===== src/logic/prl_pkg.sv =====
// Package for the per-port rate limiter: register map, fields, constants.
package prl_pkg;

  // ==========================================================
  // Register addresses
  localparam logic [7:0] A_PORT_CTRL = 8'h00;
  localparam logic [7:0] A_RATE_CTRL = 8'h01;
  localparam logic [7:0] A_IN_CODE0 = 8'h02;
  localparam logic [7:0] A_EG_CODE0 = 8'h06;
  localparam logic [7:0] A_EB_CODE0 = 8'h0A;
  localparam logic [7:0] A_RATIO_LO = 8'h0E;
  localparam logic [7:0] A_RATIO_HI = 8'h0F;
  localparam logic [7:0] A_STATUS = 8'h10;
  localparam logic [7:0] A_DROP_CNT = 8'h11;
  localparam logic [7:0] A_MAP_LO = 8'h80;
  localparam logic [7:0] A_MAP_HI = 8'h81;
  localparam logic [7:0] A_GLOBAL = 8'h87;

  // ==========================================================
  // Field positions
  localparam int F_QMODE = 0;
  localparam int F_PORT_PRIO = 3;
  localparam int F_PRIO_SRC = 5;
  localparam int F_IN_PPS = 0;
  localparam int F_EG_PPS = 1;
  localparam int F_CLS_SEL = 2;
  localparam int F_FC_EN = 4;
  localparam int F_EXTRA = 5;
  localparam int F_RATIO_EN = 0;
  localparam int F_QUEUE_EN = 3;

  // ==========================================================
  // Reset values
  localparam logic [7:0] RST_PORT_CTRL = 8'h00;
  localparam logic [7:0] RST_RATE_CTRL = 8'h00;
  localparam logic [6:0] RST_CODE = 7'h00;
  localparam logic [7:0] RST_RATIO_LO = 8'h21;
  localparam logic [7:0] RST_RATIO_HI = 8'h84;
  localparam logic [7:0] RST_MAP_LO = 8'h50;
  localparam logic [7:0] RST_MAP_HI = 8'hFA;
  localparam logic [7:0] RST_GLOBAL = 8'h00;

  // ==========================================================
  // Timing and credit units
  // One tick is 125 us: 64 kbps is 8 bits a tick, 64 pps is 8 units a tick
  localparam int CLK_PS = 5000;
  localparam longint TICK_PS = 125000000;
  localparam int TICK_CYC = int'(TICK_PS / CLK_PS);
  localparam logic [19:0] PKT_COST = 20'h003E8;
  localparam logic signed [20:0] BURST = 21'sh04E20;
  localparam logic [6:0] CODE_COARSE_MAX = 7'h64;
  localparam logic [6:0] CODE_FINE_MAX = 7'h73;
  localparam logic [6:0] CODE_10M_MAX = 7'h0A;
  localparam logic [17:0] STEP_MBPS = 18'h0007D;
  localparam logic [17:0] STEP_KPPS = 18'h000F0;
  localparam logic [17:0] STEP_64K = 18'h00008;
  localparam logic [17:0] STEP_128P = 18'h00010;
  localparam logic [17:0] LAST_FINE_BPS = 18'h00079;
  localparam logic [11:0] IFG_BYTES = 12'h00C;
  localparam logic [11:0] PRE_BYTES = 12'h008;

  // ==========================================================
  // Types
  typedef enum logic [1:0] {
    SPD_10 = 2'b00,
    SPD_100 = 2'b01,
    SPD_1000 = 2'b11
  } prl_speed_t;

  typedef enum logic [1:0] {
    CLS_UCAST = 2'b00,
    CLS_FLOOD = 2'b01,
    CLS_MCAST = 2'b10,
    CLS_BCAST = 2'b11
  } prl_cls_t;

  typedef struct packed {
    prl_cls_t cls;
    logic [2:0] pcp;
    logic [5:0] dscp;
    logic [11:0] len;
  } prl_rx_frm_t;

  typedef struct packed {
    logic [1:0] q;
    logic [11:0] len;
  } prl_tx_frm_t;

endpackage


===== src/logic/prl_limiter.sv =====
// Per-port ingress and egress rate limiter with register port.
//
// Design decisions made here: the strobed register port and the register addresses.
`timescale 1ns/1ps
`default_nettype none

module prl_limiter #(
  parameter int TICK_CYC = prl_pkg::TICK_CYC
) (
  input wire logic sys_clk_i,
  input wire logic nrst_i,
  input wire logic [7:0] addr_i,
  input wire logic [7:0] wdata_i,
  input wire logic wr_i,
  input wire logic rd_i,
  output logic [7:0] rdata_o,
  input wire prl_pkg::prl_speed_t speed_i,
  input wire logic rx_vld_i,
  input wire prl_pkg::prl_rx_frm_t rx_frm_i,
  output logic rx_drop_o,
  output logic rx_pause_o,
  input wire logic tx_vld_i,
  input wire prl_pkg::prl_tx_frm_t tx_frm_i,
  output logic [3:0] tx_ok_o
);

  initial begin
    if (TICK_CYC < 2 || TICK_CYC > 1048575) begin
      $error("TICK_CYC out of range");
    end
  end

  // ==========================================================
  // State
  typedef struct packed {
    logic [19:0] tick_cnt;
    logic [7:0] port_ctrl;
    logic [7:0] rate_ctrl;
    logic [3:0][6:0] in_code;
    logic [3:0][6:0] eg_code;
    logic [3:0][6:0] eb_code;
    logic [3:0][3:0] ratio;
    logic [7:0] map_lo;
    logic [7:0] map_hi;
    logic [7:0] glob;
    logic [3:0][19:0] in_cr;
    logic [3:0][19:0] eg_cr;
    logic [3:0][19:0] eb_cr;
    logic [7:0] drop_cnt;
    logic [7:0] rdata;
    logic drop;
    logic pause;
    logic [3:0] ok;
  } prl_state_t;

  prl_state_t st_q;
  prl_state_t st_d;

  // ==========================================================
  // Rate decode: credit units per tick, zero means unlimited
  function automatic logic [17:0] rate_f(input logic [6:0] code,
                                         input logic pps,
                                         input prl_pkg::prl_speed_t spd);
    logic [17:0] r;
    logic [17:0] n;
    r = '0;
    n = {11'h000, code} - 18'h00064;
    if (code == 7'h00) begin
      r = '0;
    end else if (code > prl_pkg::CODE_FINE_MAX) begin
      r = '0;
    // beyond 10M on a 10M port
    end else if (spd == prl_pkg::SPD_10 && code > prl_pkg::CODE_10M_MAX &&
                 code <= prl_pkg::CODE_COARSE_MAX) begin
      r = '0;
    end else if (code <= prl_pkg::CODE_COARSE_MAX) begin
      r = 18'((pps ? prl_pkg::STEP_KPPS : prl_pkg::STEP_MBPS) *
              {11'h000, code});
    end else if (pps) begin
      // first step 64 pps, then 128 pps
      r = (n == 18'h00001) ? prl_pkg::STEP_64K :
          18'(prl_pkg::STEP_128P * (n - 18'h00001));
    end else begin
      // 64 kbps steps below one megabit
      r = (code == prl_pkg::CODE_FINE_MAX) ? prl_pkg::LAST_FINE_BPS :
          18'(prl_pkg::STEP_64K * n);
    end
    if (spd == prl_pkg::SPD_1000) begin
      r = 18'(r * 18'h0000A);
    end
    return r;
  endfunction

  function automatic logic [19:0] bucket_f(input logic [19:0] cr,
                                           input logic [17:0] rate,
                                           input logic tick,
                                           input logic take,
                                           input logic [19:0] cost);
    logic signed [20:0] n;
    logic signed [20:0] cap;
    n = $signed({cr[19], cr});
    cap = $signed({3'b000, rate}) + prl_pkg::BURST;
    if (rate == 18'h00000) begin
      n = '0;
    end else begin
      if (tick) begin
        n = n + $signed({3'b000, rate});
        if (n > cap) begin
          n = cap;
        end
      end
      if (take) begin
        n = n - $signed({1'b0, cost});
      end
    end
    return n[19:0];
  endfunction

  // ==========================================================
  // Queue selection
  logic multi_q;
  logic four_q;
  logic [1:0] top_q;
  logic [1:0] prio_src;
  logic [2:0] prio_idx;
  logic [1:0] rx_prio;
  logic [1:0] rx_q;
  logic [1:0] tx_q;
  logic tick;

  // queues split only with global enable
  assign multi_q = st_q.glob[prl_pkg::F_QUEUE_EN] &&
                   st_q.port_ctrl[prl_pkg::F_QMODE +: 2] != 2'b00;
  assign four_q = st_q.port_ctrl[prl_pkg::F_QMODE +: 2] == 2'b10;
  assign top_q = four_q ? 2'd3 : 2'd1;
  assign prio_src = st_q.port_ctrl[prl_pkg::F_PRIO_SRC +: 2];
  assign tick = st_q.tick_cnt == 20'(TICK_CYC - 1);

  // fixed port priority or frame priority
  always_comb begin
    prio_idx = (prio_src == 2'b10) ? rx_frm_i.dscp[5:3] : rx_frm_i.pcp;
    if (prio_src == 2'b00) begin
      rx_prio = st_q.port_ctrl[prl_pkg::F_PORT_PRIO +: 2];
    // remap through the two map registers
    end else if (prio_idx[2]) begin
      rx_prio = st_q.map_hi[{prio_idx[1:0], 1'b0} +: 2];
    end else begin
      rx_prio = st_q.map_lo[{prio_idx[1:0], 1'b0} +: 2];
    end
  end

  function automatic logic [1:0] qsel_f(input logic [1:0] p,
                                        input logic multi,
                                        input logic four);
    logic [1:0] q;
    q = 2'd0;
    // four fields, or first two fields
    if (multi) begin
      q = four ? p : {1'b0, p != 2'd0};
    end
    return q;
  endfunction

  assign rx_q = qsel_f(rx_prio, multi_q, four_q);
  assign tx_q = qsel_f(tx_frm_i.q, multi_q, four_q);

  // ==========================================================
  // Per-queue rates and frame costs
  logic [3:0][17:0] in_rate;
  logic [3:0][17:0] eg_rate;
  logic [3:0][17:0] eb_rate;
  logic [17:0] eg_top;
  logic [19:0] rx_bits;
  logic [19:0] tx_bits;
  logic [11:0] extra;

  assign eg_top = rate_f(st_q.eg_code[top_q],
                         st_q.rate_ctrl[prl_pkg::F_EG_PPS], speed_i);

  // frame bytes plus configured IFG or preamble
  always_comb begin
    unique case (st_q.rate_ctrl[prl_pkg::F_EXTRA +: 2])
      2'b01: extra = prl_pkg::IFG_BYTES;
      2'b10: extra = prl_pkg::PRE_BYTES;
      2'b11: extra = prl_pkg::IFG_BYTES + prl_pkg::PRE_BYTES;
      default: extra = 12'h000;
    endcase
  end
  assign rx_bits = {5'b00000, rx_frm_i.len + extra, 3'b000};
  assign tx_bits = {5'b00000, tx_frm_i.len + extra, 3'b000};

  // one ingress and two egress rates (rate and bit bound) per queue
  for (genvar i = 0; i < 4; i++) begin : g_rate
    logic [21:0] scaled;
    assign scaled = eg_top * st_q.ratio[i];
    assign in_rate[i] = rate_f(st_q.in_code[i],
                               st_q.rate_ctrl[prl_pkg::F_IN_PPS], speed_i);
    // lower queues follow ratio of top queue
    assign eg_rate[i] = (st_q.glob[prl_pkg::F_RATIO_EN] && multi_q &&
                         2'(i) < top_q) ? scaled[20:3] :
                        rate_f(st_q.eg_code[i],
                               st_q.rate_ctrl[prl_pkg::F_EG_PPS], speed_i);
    // bit bound of packet rate, egress only
    assign eb_rate[i] = st_q.rate_ctrl[prl_pkg::F_EG_PPS] ?
                        rate_f(st_q.eb_code[i], 1'b0, speed_i) : 18'h00000;
  end

  // ==========================================================
  // Next state
  logic cls_hit;
  logic rx_over;
  logic rx_take;
  logic fc_en;
  logic [3:0] in_neg;
  logic [3:0] ok_n;

  always_comb begin
    unique case (st_q.rate_ctrl[prl_pkg::F_CLS_SEL +: 2])
      2'b00: cls_hit = 1'b1;
      2'b01: cls_hit = rx_frm_i.cls != prl_pkg::CLS_UCAST;
      2'b10: cls_hit = rx_frm_i.cls[1];
      default: cls_hit = rx_frm_i.cls == prl_pkg::CLS_BCAST;
    endcase
  end

  assign fc_en = st_q.rate_ctrl[prl_pkg::F_FC_EN];
  assign rx_over = st_q.in_cr[rx_q][19] && in_rate[rx_q] != 18'h00000;
  // drop over limit unless flow control on
  assign rx_take = rx_vld_i && cls_hit && !(rx_over && !fc_en);

  always_comb begin
    st_d = st_q;
    st_d.tick_cnt = tick ? 20'h00000 : st_q.tick_cnt + 20'h00001;
    st_d.drop = 1'b0;
    st_d.rdata = 8'h00;
    in_neg = 4'h0;
    ok_n = 4'h0;

    // receive and transmit buckets kept apart
    for (int i = 0; i < 4; i++) begin
      st_d.in_cr[i] = bucket_f(st_q.in_cr[i], in_rate[i], tick,
                               rx_take && rx_q == 2'(i),
                               st_q.rate_ctrl[prl_pkg::F_IN_PPS] ?
                               prl_pkg::PKT_COST : rx_bits);
      st_d.eg_cr[i] = bucket_f(st_q.eg_cr[i], eg_rate[i], tick,
                               tx_vld_i && tx_q == 2'(i),
                               st_q.rate_ctrl[prl_pkg::F_EG_PPS] ?
                               prl_pkg::PKT_COST : tx_bits);
      st_d.eb_cr[i] = bucket_f(st_q.eb_cr[i], eb_rate[i], tick,
                               tx_vld_i && tx_q == 2'(i), tx_bits);
      in_neg[i] = st_d.in_cr[i][19];
    end

    // queue waits while its credit is owed
    for (int i = 0; i < 4; i++) begin
      ok_n[i] = !st_d.eg_cr[qsel_f(2'(i), multi_q, four_q)][19] &&
                !st_d.eb_cr[qsel_f(2'(i), multi_q, four_q)][19];
    end
    st_d.ok = ok_n;

    if (rx_vld_i && cls_hit && rx_over && !fc_en) begin
      st_d.drop = 1'b1;
      st_d.drop_cnt = st_q.drop_cnt + 8'h01;
    end
    st_d.pause = fc_en && |in_neg;

    if (wr_i) begin
      unique case (addr_i)
        prl_pkg::A_PORT_CTRL: st_d.port_ctrl = wdata_i;
        prl_pkg::A_RATE_CTRL: st_d.rate_ctrl = wdata_i;
        prl_pkg::A_RATIO_LO: st_d.ratio[1:0] = wdata_i;
        prl_pkg::A_RATIO_HI: st_d.ratio[3:2] = wdata_i;
        prl_pkg::A_MAP_LO: st_d.map_lo = wdata_i;
        prl_pkg::A_MAP_HI: st_d.map_hi = wdata_i;
        prl_pkg::A_GLOBAL: st_d.glob = wdata_i;
        default: begin
          for (int i = 0; i < 4; i++) begin
            if (addr_i == prl_pkg::A_IN_CODE0 + 8'(i)) begin
              st_d.in_code[i] = wdata_i[6:0];
            end
            if (addr_i == prl_pkg::A_EG_CODE0 + 8'(i)) begin
              st_d.eg_code[i] = wdata_i[6:0];
            end
            if (addr_i == prl_pkg::A_EB_CODE0 + 8'(i)) begin
              st_d.eb_code[i] = wdata_i[6:0];
            end
          end
        end
      endcase
    end

    if (rd_i) begin
      unique case (addr_i)
        prl_pkg::A_PORT_CTRL: st_d.rdata = st_q.port_ctrl;
        prl_pkg::A_RATE_CTRL: st_d.rdata = st_q.rate_ctrl;
        prl_pkg::A_RATIO_LO: st_d.rdata = st_q.ratio[1:0];
        prl_pkg::A_RATIO_HI: st_d.rdata = st_q.ratio[3:2];
        prl_pkg::A_STATUS: st_d.rdata = {in_neg_q(st_q.in_cr), st_q.ok};
        prl_pkg::A_DROP_CNT: st_d.rdata = st_q.drop_cnt;
        prl_pkg::A_MAP_LO: st_d.rdata = st_q.map_lo;
        prl_pkg::A_MAP_HI: st_d.rdata = st_q.map_hi;
        prl_pkg::A_GLOBAL: st_d.rdata = st_q.glob;
        default: begin
          for (int i = 0; i < 4; i++) begin
            if (addr_i == prl_pkg::A_IN_CODE0 + 8'(i)) begin
              st_d.rdata = {1'b0, st_q.in_code[i]};
            end
            if (addr_i == prl_pkg::A_EG_CODE0 + 8'(i)) begin
              st_d.rdata = {1'b0, st_q.eg_code[i]};
            end
            if (addr_i == prl_pkg::A_EB_CODE0 + 8'(i)) begin
              st_d.rdata = {1'b0, st_q.eb_code[i]};
            end
          end
        end
      endcase
    end
  end

  // Sign bits of the ingress buckets, for the status register
  function automatic logic [3:0] in_neg_q(input logic [3:0][19:0] cr);
    logic [3:0] s;
    s = 4'h0;
    for (int i = 0; i < 4; i++) begin
      s[i] = cr[i][19];
    end
    return s;
  endfunction

  // ==========================================================
  // Registers
  always_ff @(posedge sys_clk_i or negedge nrst_i) begin
    if (!nrst_i) begin
      st_q <= '0;
      st_q.port_ctrl <= prl_pkg::RST_PORT_CTRL;
      st_q.rate_ctrl <= prl_pkg::RST_RATE_CTRL;
      st_q.in_code <= {4{prl_pkg::RST_CODE}};
      st_q.eg_code <= {4{prl_pkg::RST_CODE}};
      st_q.eb_code <= {4{prl_pkg::RST_CODE}};
      st_q.ratio <= {prl_pkg::RST_RATIO_HI, prl_pkg::RST_RATIO_LO};
      st_q.map_lo <= prl_pkg::RST_MAP_LO;
      st_q.map_hi <= prl_pkg::RST_MAP_HI;
      st_q.glob <= prl_pkg::RST_GLOBAL;
      st_q.ok <= 4'hF;
    end else begin
      st_q <= st_d;
    end
  end

  assign rdata_o = st_q.rdata;
  assign rx_drop_o = st_q.drop;
  assign rx_pause_o = st_q.pause;
  assign tx_ok_o = st_q.ok;

endmodule

`default_nettype wire


===== config.mk =====
export PLATFORM = sky130hd
export DESIGN_NAME = prl_limiter
export DESIGN_NICKNAME = d
export VERILOG_FILES = /design/src/logic/prl_pkg.sv /design/src/logic/prl_limiter.sv
export SDC_FILE = /design/constraint.sdc
export NUM_CORES = 2
export LEC_CHECK = 0
export ABC_AREA = 1
export BUFFER_PORTS_ARGS = -buffer_cell sky130_fd_sc_hd__clkbuf_2
export CORE_ASPECT_RATIO = 1.75
export CORE_UTILIZATION = 60
export DETAILED_ROUTE_END_ITERATION = 10
export GPL_TIMING_DRIVEN = 1
export PLACE_DENSITY = 0.76
export SETUP_SLACK_MARGIN = 0.3
export SLEW_MARGIN = 20
export SYNTH_ARGS = -nofsm -noshare
export SYNTH_HDL_FRONTEND = slang
export SYNTH_SLANG_ARGS = --single-unit
export TNS_END_PERCENT = 30

===== constraint.sdc =====
create_clock -name sys_clk_i -period 18.95 [get_ports sys_clk_i]
set_input_delay 5.685 -clock sys_clk_i [delete_from_list [all_inputs] [get_ports sys_clk_i]]
set_output_delay 5.685 -clock sys_clk_i [all_outputs]
set_load 0.05 [all_outputs]

; ---- Word level (Yosys, flattened, before mapping)
; Index checks and enable logic that the tools add are counted.
[totals]
ff_bits = 422
word_cells = 586
inputBits = 61
output_inout_bits = 14
[op_classes]
n_eq_ne = 58
bitwise_logic = 1
n_mux = 216
addsub = 62
mul = 30
n_reduce_logical = 118
magnitude_cmp = 60
n_shift = 2
[ops]
columns = operator, count
row1 = 18-bit 2-to-1 mux, 105
row2 = 20-bit 2-to-1 mux, 68
row3 = 20-bit binary-select mux with 2-bit select, 7
row4 = 20-bit by 19-bit adder with 21-bit output, 12
row5 = 21-bit by 20-bit > comparator with 1-bit output, 12
row6 = 20-bit by 16-bit subtractor with 20-bit output, 12
row7 = 18-bit by 3-bit multiplier with 17-bit output (second input constant), 13
row8 = 18-bit by 15-bit adder with 19-bit output (second input constant), 12
row9 = 18-bit zero test, 12
row10 = 18-bit by 1-bit == test with 1-bit output (second input constant), 9
row11 = 18-bit by 7-bit multiplier with 18-bit output, 7
row12 = 8-bit 2-to-1 mux, 14
row13 = 7-bit by 7-bit subtractor with 8-bit output (second input constant), 13
row14 = 7-bit == test (second input constant), 13
row15 = 7-bit by 4-bit > comparator with 1-bit output (second input constant), 13
row16 = 7-bit > comparator (second input constant), 13
row17 = 7-bit <= comparator (second input constant), 13
row18 = 7-bit zero test, 13
row19 = 18-bit by 4-bit multiplier with 21-bit output, 4
row20 = 8-bit by 2-bit subtractor with 9-bit output (second input constant), 9
row21 = 8-bit one-hot mux with 9 select lines, 1
row22 = 8-bit by 4-bit == test with 1-bit output (second input constant), 8
row23 = 7-bit by 7-bit multiplier with 14-bit output (first input constant), 4
row24 = 1-bit logical AND, 51
row25 = other kinds (35), 109

; ---- Logic depth before layout (Yosys ltp)
[logic_depth]
word_depth = 28
ltp_mapped = 102
mapped_depth_nobuf = 100

; ---- Worst setup path after synthesis
; OpenSTA, ideal clock, no wires.
[synth_path]
path_type = input port to flip-flop
start = input port speed_i[1]
end = register st_q (netlist bit tx_ok_o[3])
setup_slack_ns = 1.334
path_buffers = 4
setup_ns = 0.073
arrival_ns = 17.543
required_time_ns = 18.877
cell_stages = 85
cell_sequence = nor2_1 clkbuf_1 inv_1 a21oi_1 nand3_4 nand2_2 inv_1 nand2_1 inv_1 ha_1 ha_1 inv_1 fa_1 o31ai_1 and2_1 o21ai_0 nand2_1 xor2_1 (+49 left out) nand2_1 a21oi_1 or2_2 nand2_1 a21oi_1 nor2_1 nor2_1 inv_1 a21oi_1 o21ai_0 a21oi_1 nand3_2 nor2_4 nand2_1 nand2_1 nand4_2 nand3_2 a21oi_1
[synth_via]
elab_chain_len = 22
word_cells_on_any_way = 164
cone_classes = add/sub (24) / mul (13) / order compare (8) / eq/ne (1) / mux (88) / reduce/logical (30)
[synth_lines]
columns = item, line
row1 = start: declaration, prl_limiter.sv:17  ; input wire prl_pkg::prl_speed_t speed_i,
row2 = 2-bit zero test, prl_limiter.sv:73  ; end else if (spd == prl_pkg::SPD_10 && code > prl_pkg::CODE_10M_MAX &&
row3 = 1-bit logical AND (2 in series), prl_limiter.sv:73
row4 = 18-bit 2-to-1 mux, prl_limiter.sv:73
row5 = 18-bit 2-to-1 mux, prl_limiter.sv:70  ; end else if (code > prl_pkg::CODE_FINE_MAX) begin
row6 = 18-bit 2-to-1 mux, prl_limiter.sv:68  ; if (code == 7'h00) begin
row7 = 18-bit by 3-bit multiplier with 17-bit output, prl_limiter.sv:89  ; r = 18'(r * 18'h0000A);
row8 = 18-bit 2-to-1 mux, prl_limiter.sv:88  ; if (spd == prl_pkg::SPD_1000) begin
row9 = 18-bit by 4-bit multiplier with 21-bit output, prl_limiter.sv:195  ; assign scaled = eg_top * st_q.ratio[i];
row10 = (+6 left out), n/a
row11 = 20-bit by 16-bit subtractor with 20-bit output, prl_limiter.sv:113  ; n = n - $signed({1'b0, cost});
row12 = 20-bit 2-to-1 mux, prl_limiter.sv:112  ; if (take) begin
row13 = 20-bit 2-to-1 mux, prl_limiter.sv:103  ; if (rate == 18'h00000) begin
row14 = 20-bit binary-select mux with 2-bit select, prl_limiter.sv:256  ; ok_n[i] = !st_d.eg_cr[qsel_f(2'(i), multi_q, four_q)][19] &&
row15 = 20-bit 2-to-1 mux (implied by the code), prl_limiter.sv:256
row16 = 1-bit zero test, prl_limiter.sv:256
row17 = 1-bit logical AND (*), prl_limiter.sv:256
row18 = named net ok_n[3], prl_limiter.sv:215  ; logic [3:0] ok_n;
row19 = end signal: assignment, prl_limiter.sv:346  ; st_q <= st_d;
row20 = end: declaration, prl_limiter.sv:56  ; prl_state_t st_q;
; The timed path passes the listed nets; every way through them passes the cells marked *. The select of a mux whose other input is x is not followed.
; A chain may end at the register's enable or synchronous reset.

; ---- Worst setup path after layout
[layout_path]
start = input port speed_i[1]
end = register st_q (netlist bit tx_ok_o[2])
; Same word-level chain as after synthesis.

==> results_dict.tcl <==
set metrics [dict create \
    worst_slew_pin_slew_ns 1.350 \
    antenna_found_initial 26 \
    placedCellCount 15700 \
    ios 75 \
    worstSetupPathType "input port to flop" \
    cpPeakStageDelay_ns 0.52 \
    die_h_um 524.8 \
    clock_latency_ns 0.74 \
    grt_max_degree 116 \
    synth.ff_latch_count 422 \
    power_frac_comb 0.574 \
    initial_core_util 0.6050 \
    globalRouteTotalUtil 0.4092 \
    slew_headroom 0.09486 \
    worst_slack_ns 1.262 \
    postSynthCellCount 13680 \
    synth_area_leaders "ha_1 (22%), dfrtp_1 (11%), nand2_1 (10%)" \
    vias_per_cell 6.037 \
    area_growth_pct 5.597 \
    routed_wl_um 327300 \
    yosys_warnings 0 \
    vias 95480 \
    crit_path_start "speed_i[1]" \
    post-route-cell-area_mm2 0.09894 \
    hpwl_um 264500 \
    finalSetupTns_ns 0 \
    synth_commonest_cells "nand2_1 (2520), inv_1 (2178), ha_1 (1617)" \
    maxSlewViolCount 0 \
    grt.overflow.total 0 \
    p_clk_frac 0.210 \
    synthArstFlopShare 1.000 \
    leakage_nw 54.94 \
    slowest_stage "fa_1" \
    clk_path_buf_depth 3 \
    timing.final.crit_share 0.9334 \
    power_mw 5.174 \
    cts.hold.buffers_added 0 \
    io_buffers 71 \
    switching_share 0.4984 \
    cts_tree "done" \
    instances_no_fill 15820 \
    synth-main-ff-cell "dfrtp_1" \
    fin_skew_ns 0.04519 \
    peakVddDrop_mv 0.09119 \
    final_hold_viol_count 0 \
    worst_path_most_repeated_cell "nand2_1" \
    wire_per_inst_um 20.69 \
    antenna_left 0 \
    drive_above_1_share 0.07553 \
    r2r-end "tx_ok_o[2]$_DFF_PN1_" \
    rr_startpoint "st_q[395]$_DFFE_PN0P_" \
    synth_edf_count 0 \
    synth.distinct_cells 99 \
    syn-cell-area_mm2 0.09370 \
    final_core_util 0.6389 \
    crit_fanout 16 \
    post_cts_buffers 0 \
    arrival_ns 18.31 \
    min_period_ns 17.69 \
    synth_area_leader_cell "ha_1" \
    placed_area_mm2 0.09709 \
    seq_area_mm2 0.01059 \
    r2r_slack_ns 2.30 \
    drt_iter0_drc 6636 \
    max_freq_ghz 0.05653 \
    cp_num_buf_inv 15 \
    dr.pass1.iters 10 \
    crit_path_end_kind "flop" \
    multiInputGateArea_mm2 0.07327 \
    core-area_mm2 0.1549 \
    fill_cells 14470 \
    p_switching_mw 2.579 \
    root_buffer "clkbuf_16" \
    die_width_um 300.7 \
    std_cell_rows 191 \
    dieArea_mm2 0.1578 \
    grt_pass1_vias 96330 \
    cp.required_ns 19.58 \
    outcome "complete, no violations" \
    intPower_mw 2.595 \
    routabilityCongestion 1.073 \
    drc_errors 0 \
    hold_slack_ns 0.4856 \
    grt_pass1_wl_um 508100 \
    cp_num_cells 79 \
    synth_top_area_frac 0.2159 \
    reg2reg_depth 88 \
    cts_max_level 2 \
    final_nets 15810 \
    path_delay_family "compound AO/OA/AOI/OAI gates" \
    hold_class "flop to flop" \
    setup_viol 0 \
    sequentialPowerShare 0.216 \
    yosysMostFrequentCell "nand2_1" \
    cts_buffers 51 \
    clk_pin_slew_ns 0.07 \
    cp-start-kind "input port" \
    cts.sinks 422 \
    seq_area_frac_synth 0.1129 \
    syn_avg_cell_area_um2 6.847 \
    min_from "st_q[21]$_DFFE_PN0P_" \
    cp-endpoint "tx_ok_o[2]$_DFF_PN1_" \
    cap_violations 0 \
    rsz0062_at_grt "false" \
    place_ws_ns 0.1060 \
    cts_resized 0 \
    syn-num-nets 15760 \
    power_density_mw_per_mm2 52.29 \
]
-- registers in the layout (all words and copies together), names as in the netlist --
signal,flops
fc_en,1
prio_src,2
rdata_o,8
rx_drop_o,1
rx_pause_o,1
st_q,405
tx_ok_o,4
-- cells by family (layout without fill, tap and decap cells) --
family	after synthesis	count (layout)	share of synthesized area
XOR/XNOR	589	589	0.05582
AND/OR/NAND/NOR	5001	5001	0.2358
buffers and inverters	2599	2685	0.1065
other	0	19	0
AO/OA/AOI/OAI	3057	3057	0.1878
multiplexers	1	1	0.0001068
flip-flops	422	422	0.1129
adder cells (fa/ha/maj)	2015	2015	0.3010
-- how the worst min path moves through the flow --
stage | depth (start not counted) | endpoint
after floorplan | 1 | st_q[21]$_DFFE_PN0P_
after global placement | 2 | st_q[278]$_DFFE_PN0P_
after detailed placement | 2 | st_q[396]$_DFFE_PN0P_
after CTS | 1 | st_q[21]$_DFFE_PN0P_
after global routing | 1 | st_q[21]$_DFFE_PN0P_
final | 1 | st_q[21]$_DFFE_PN0P_
-- final cells by class --
class,count,area share
clock buffers,62,0.01415
diodes,19,0.0004806
multi-input cells,10660,0.7405
repair buffers,293,0.02165
well taps,2026,0.02562
clock inverters,32,0.003199
flip-flops and latches,422,0.1070
inverters,2298,0.08738
-- cells in the final DEF (no fill, tap or decap), types with 212 or more instances in the layout --
master	count
o21ai_0	868
inv_1	2176
dfrtp_1	404
ha_1	1615
buf_4	212
a21oi_1	1270
xor2_1	404
nand2_1	2519
nor2_1	1006
nand3_1	565
fa_1	398
-- layer usage --
layer  vias up  global-route usage  wire, um  share of wire
li1      45510                   -         -              -
met1     44520              0.3918    108900           0.33
met2      3795              0.7010    154600           0.47
met3      1643             0.08034     22570          0.069
met4        10              0.4373     41130           0.13
met5         -                   0        72        0.00022
-- power by group through the flow --
| stage | Combinational [mW] | Clock (mW) | Sequential [mW] |
|---|---|---|---|
| after floorplan | 2.09 | 0 | 1.07 |
| after global placement | 2.79 | 0 | 1.12 |
| after detailed placement | 2.88 | 0 | 1.12 |
| after CTS | 2.90 | 1.09 | 1.11 |
| after global routing | 3.29 | 1.12 | 1.12 |
| final | 2.97 | 1.09 | 1.12 |
No activity file was read; power rests on OpenSTA's default activity.
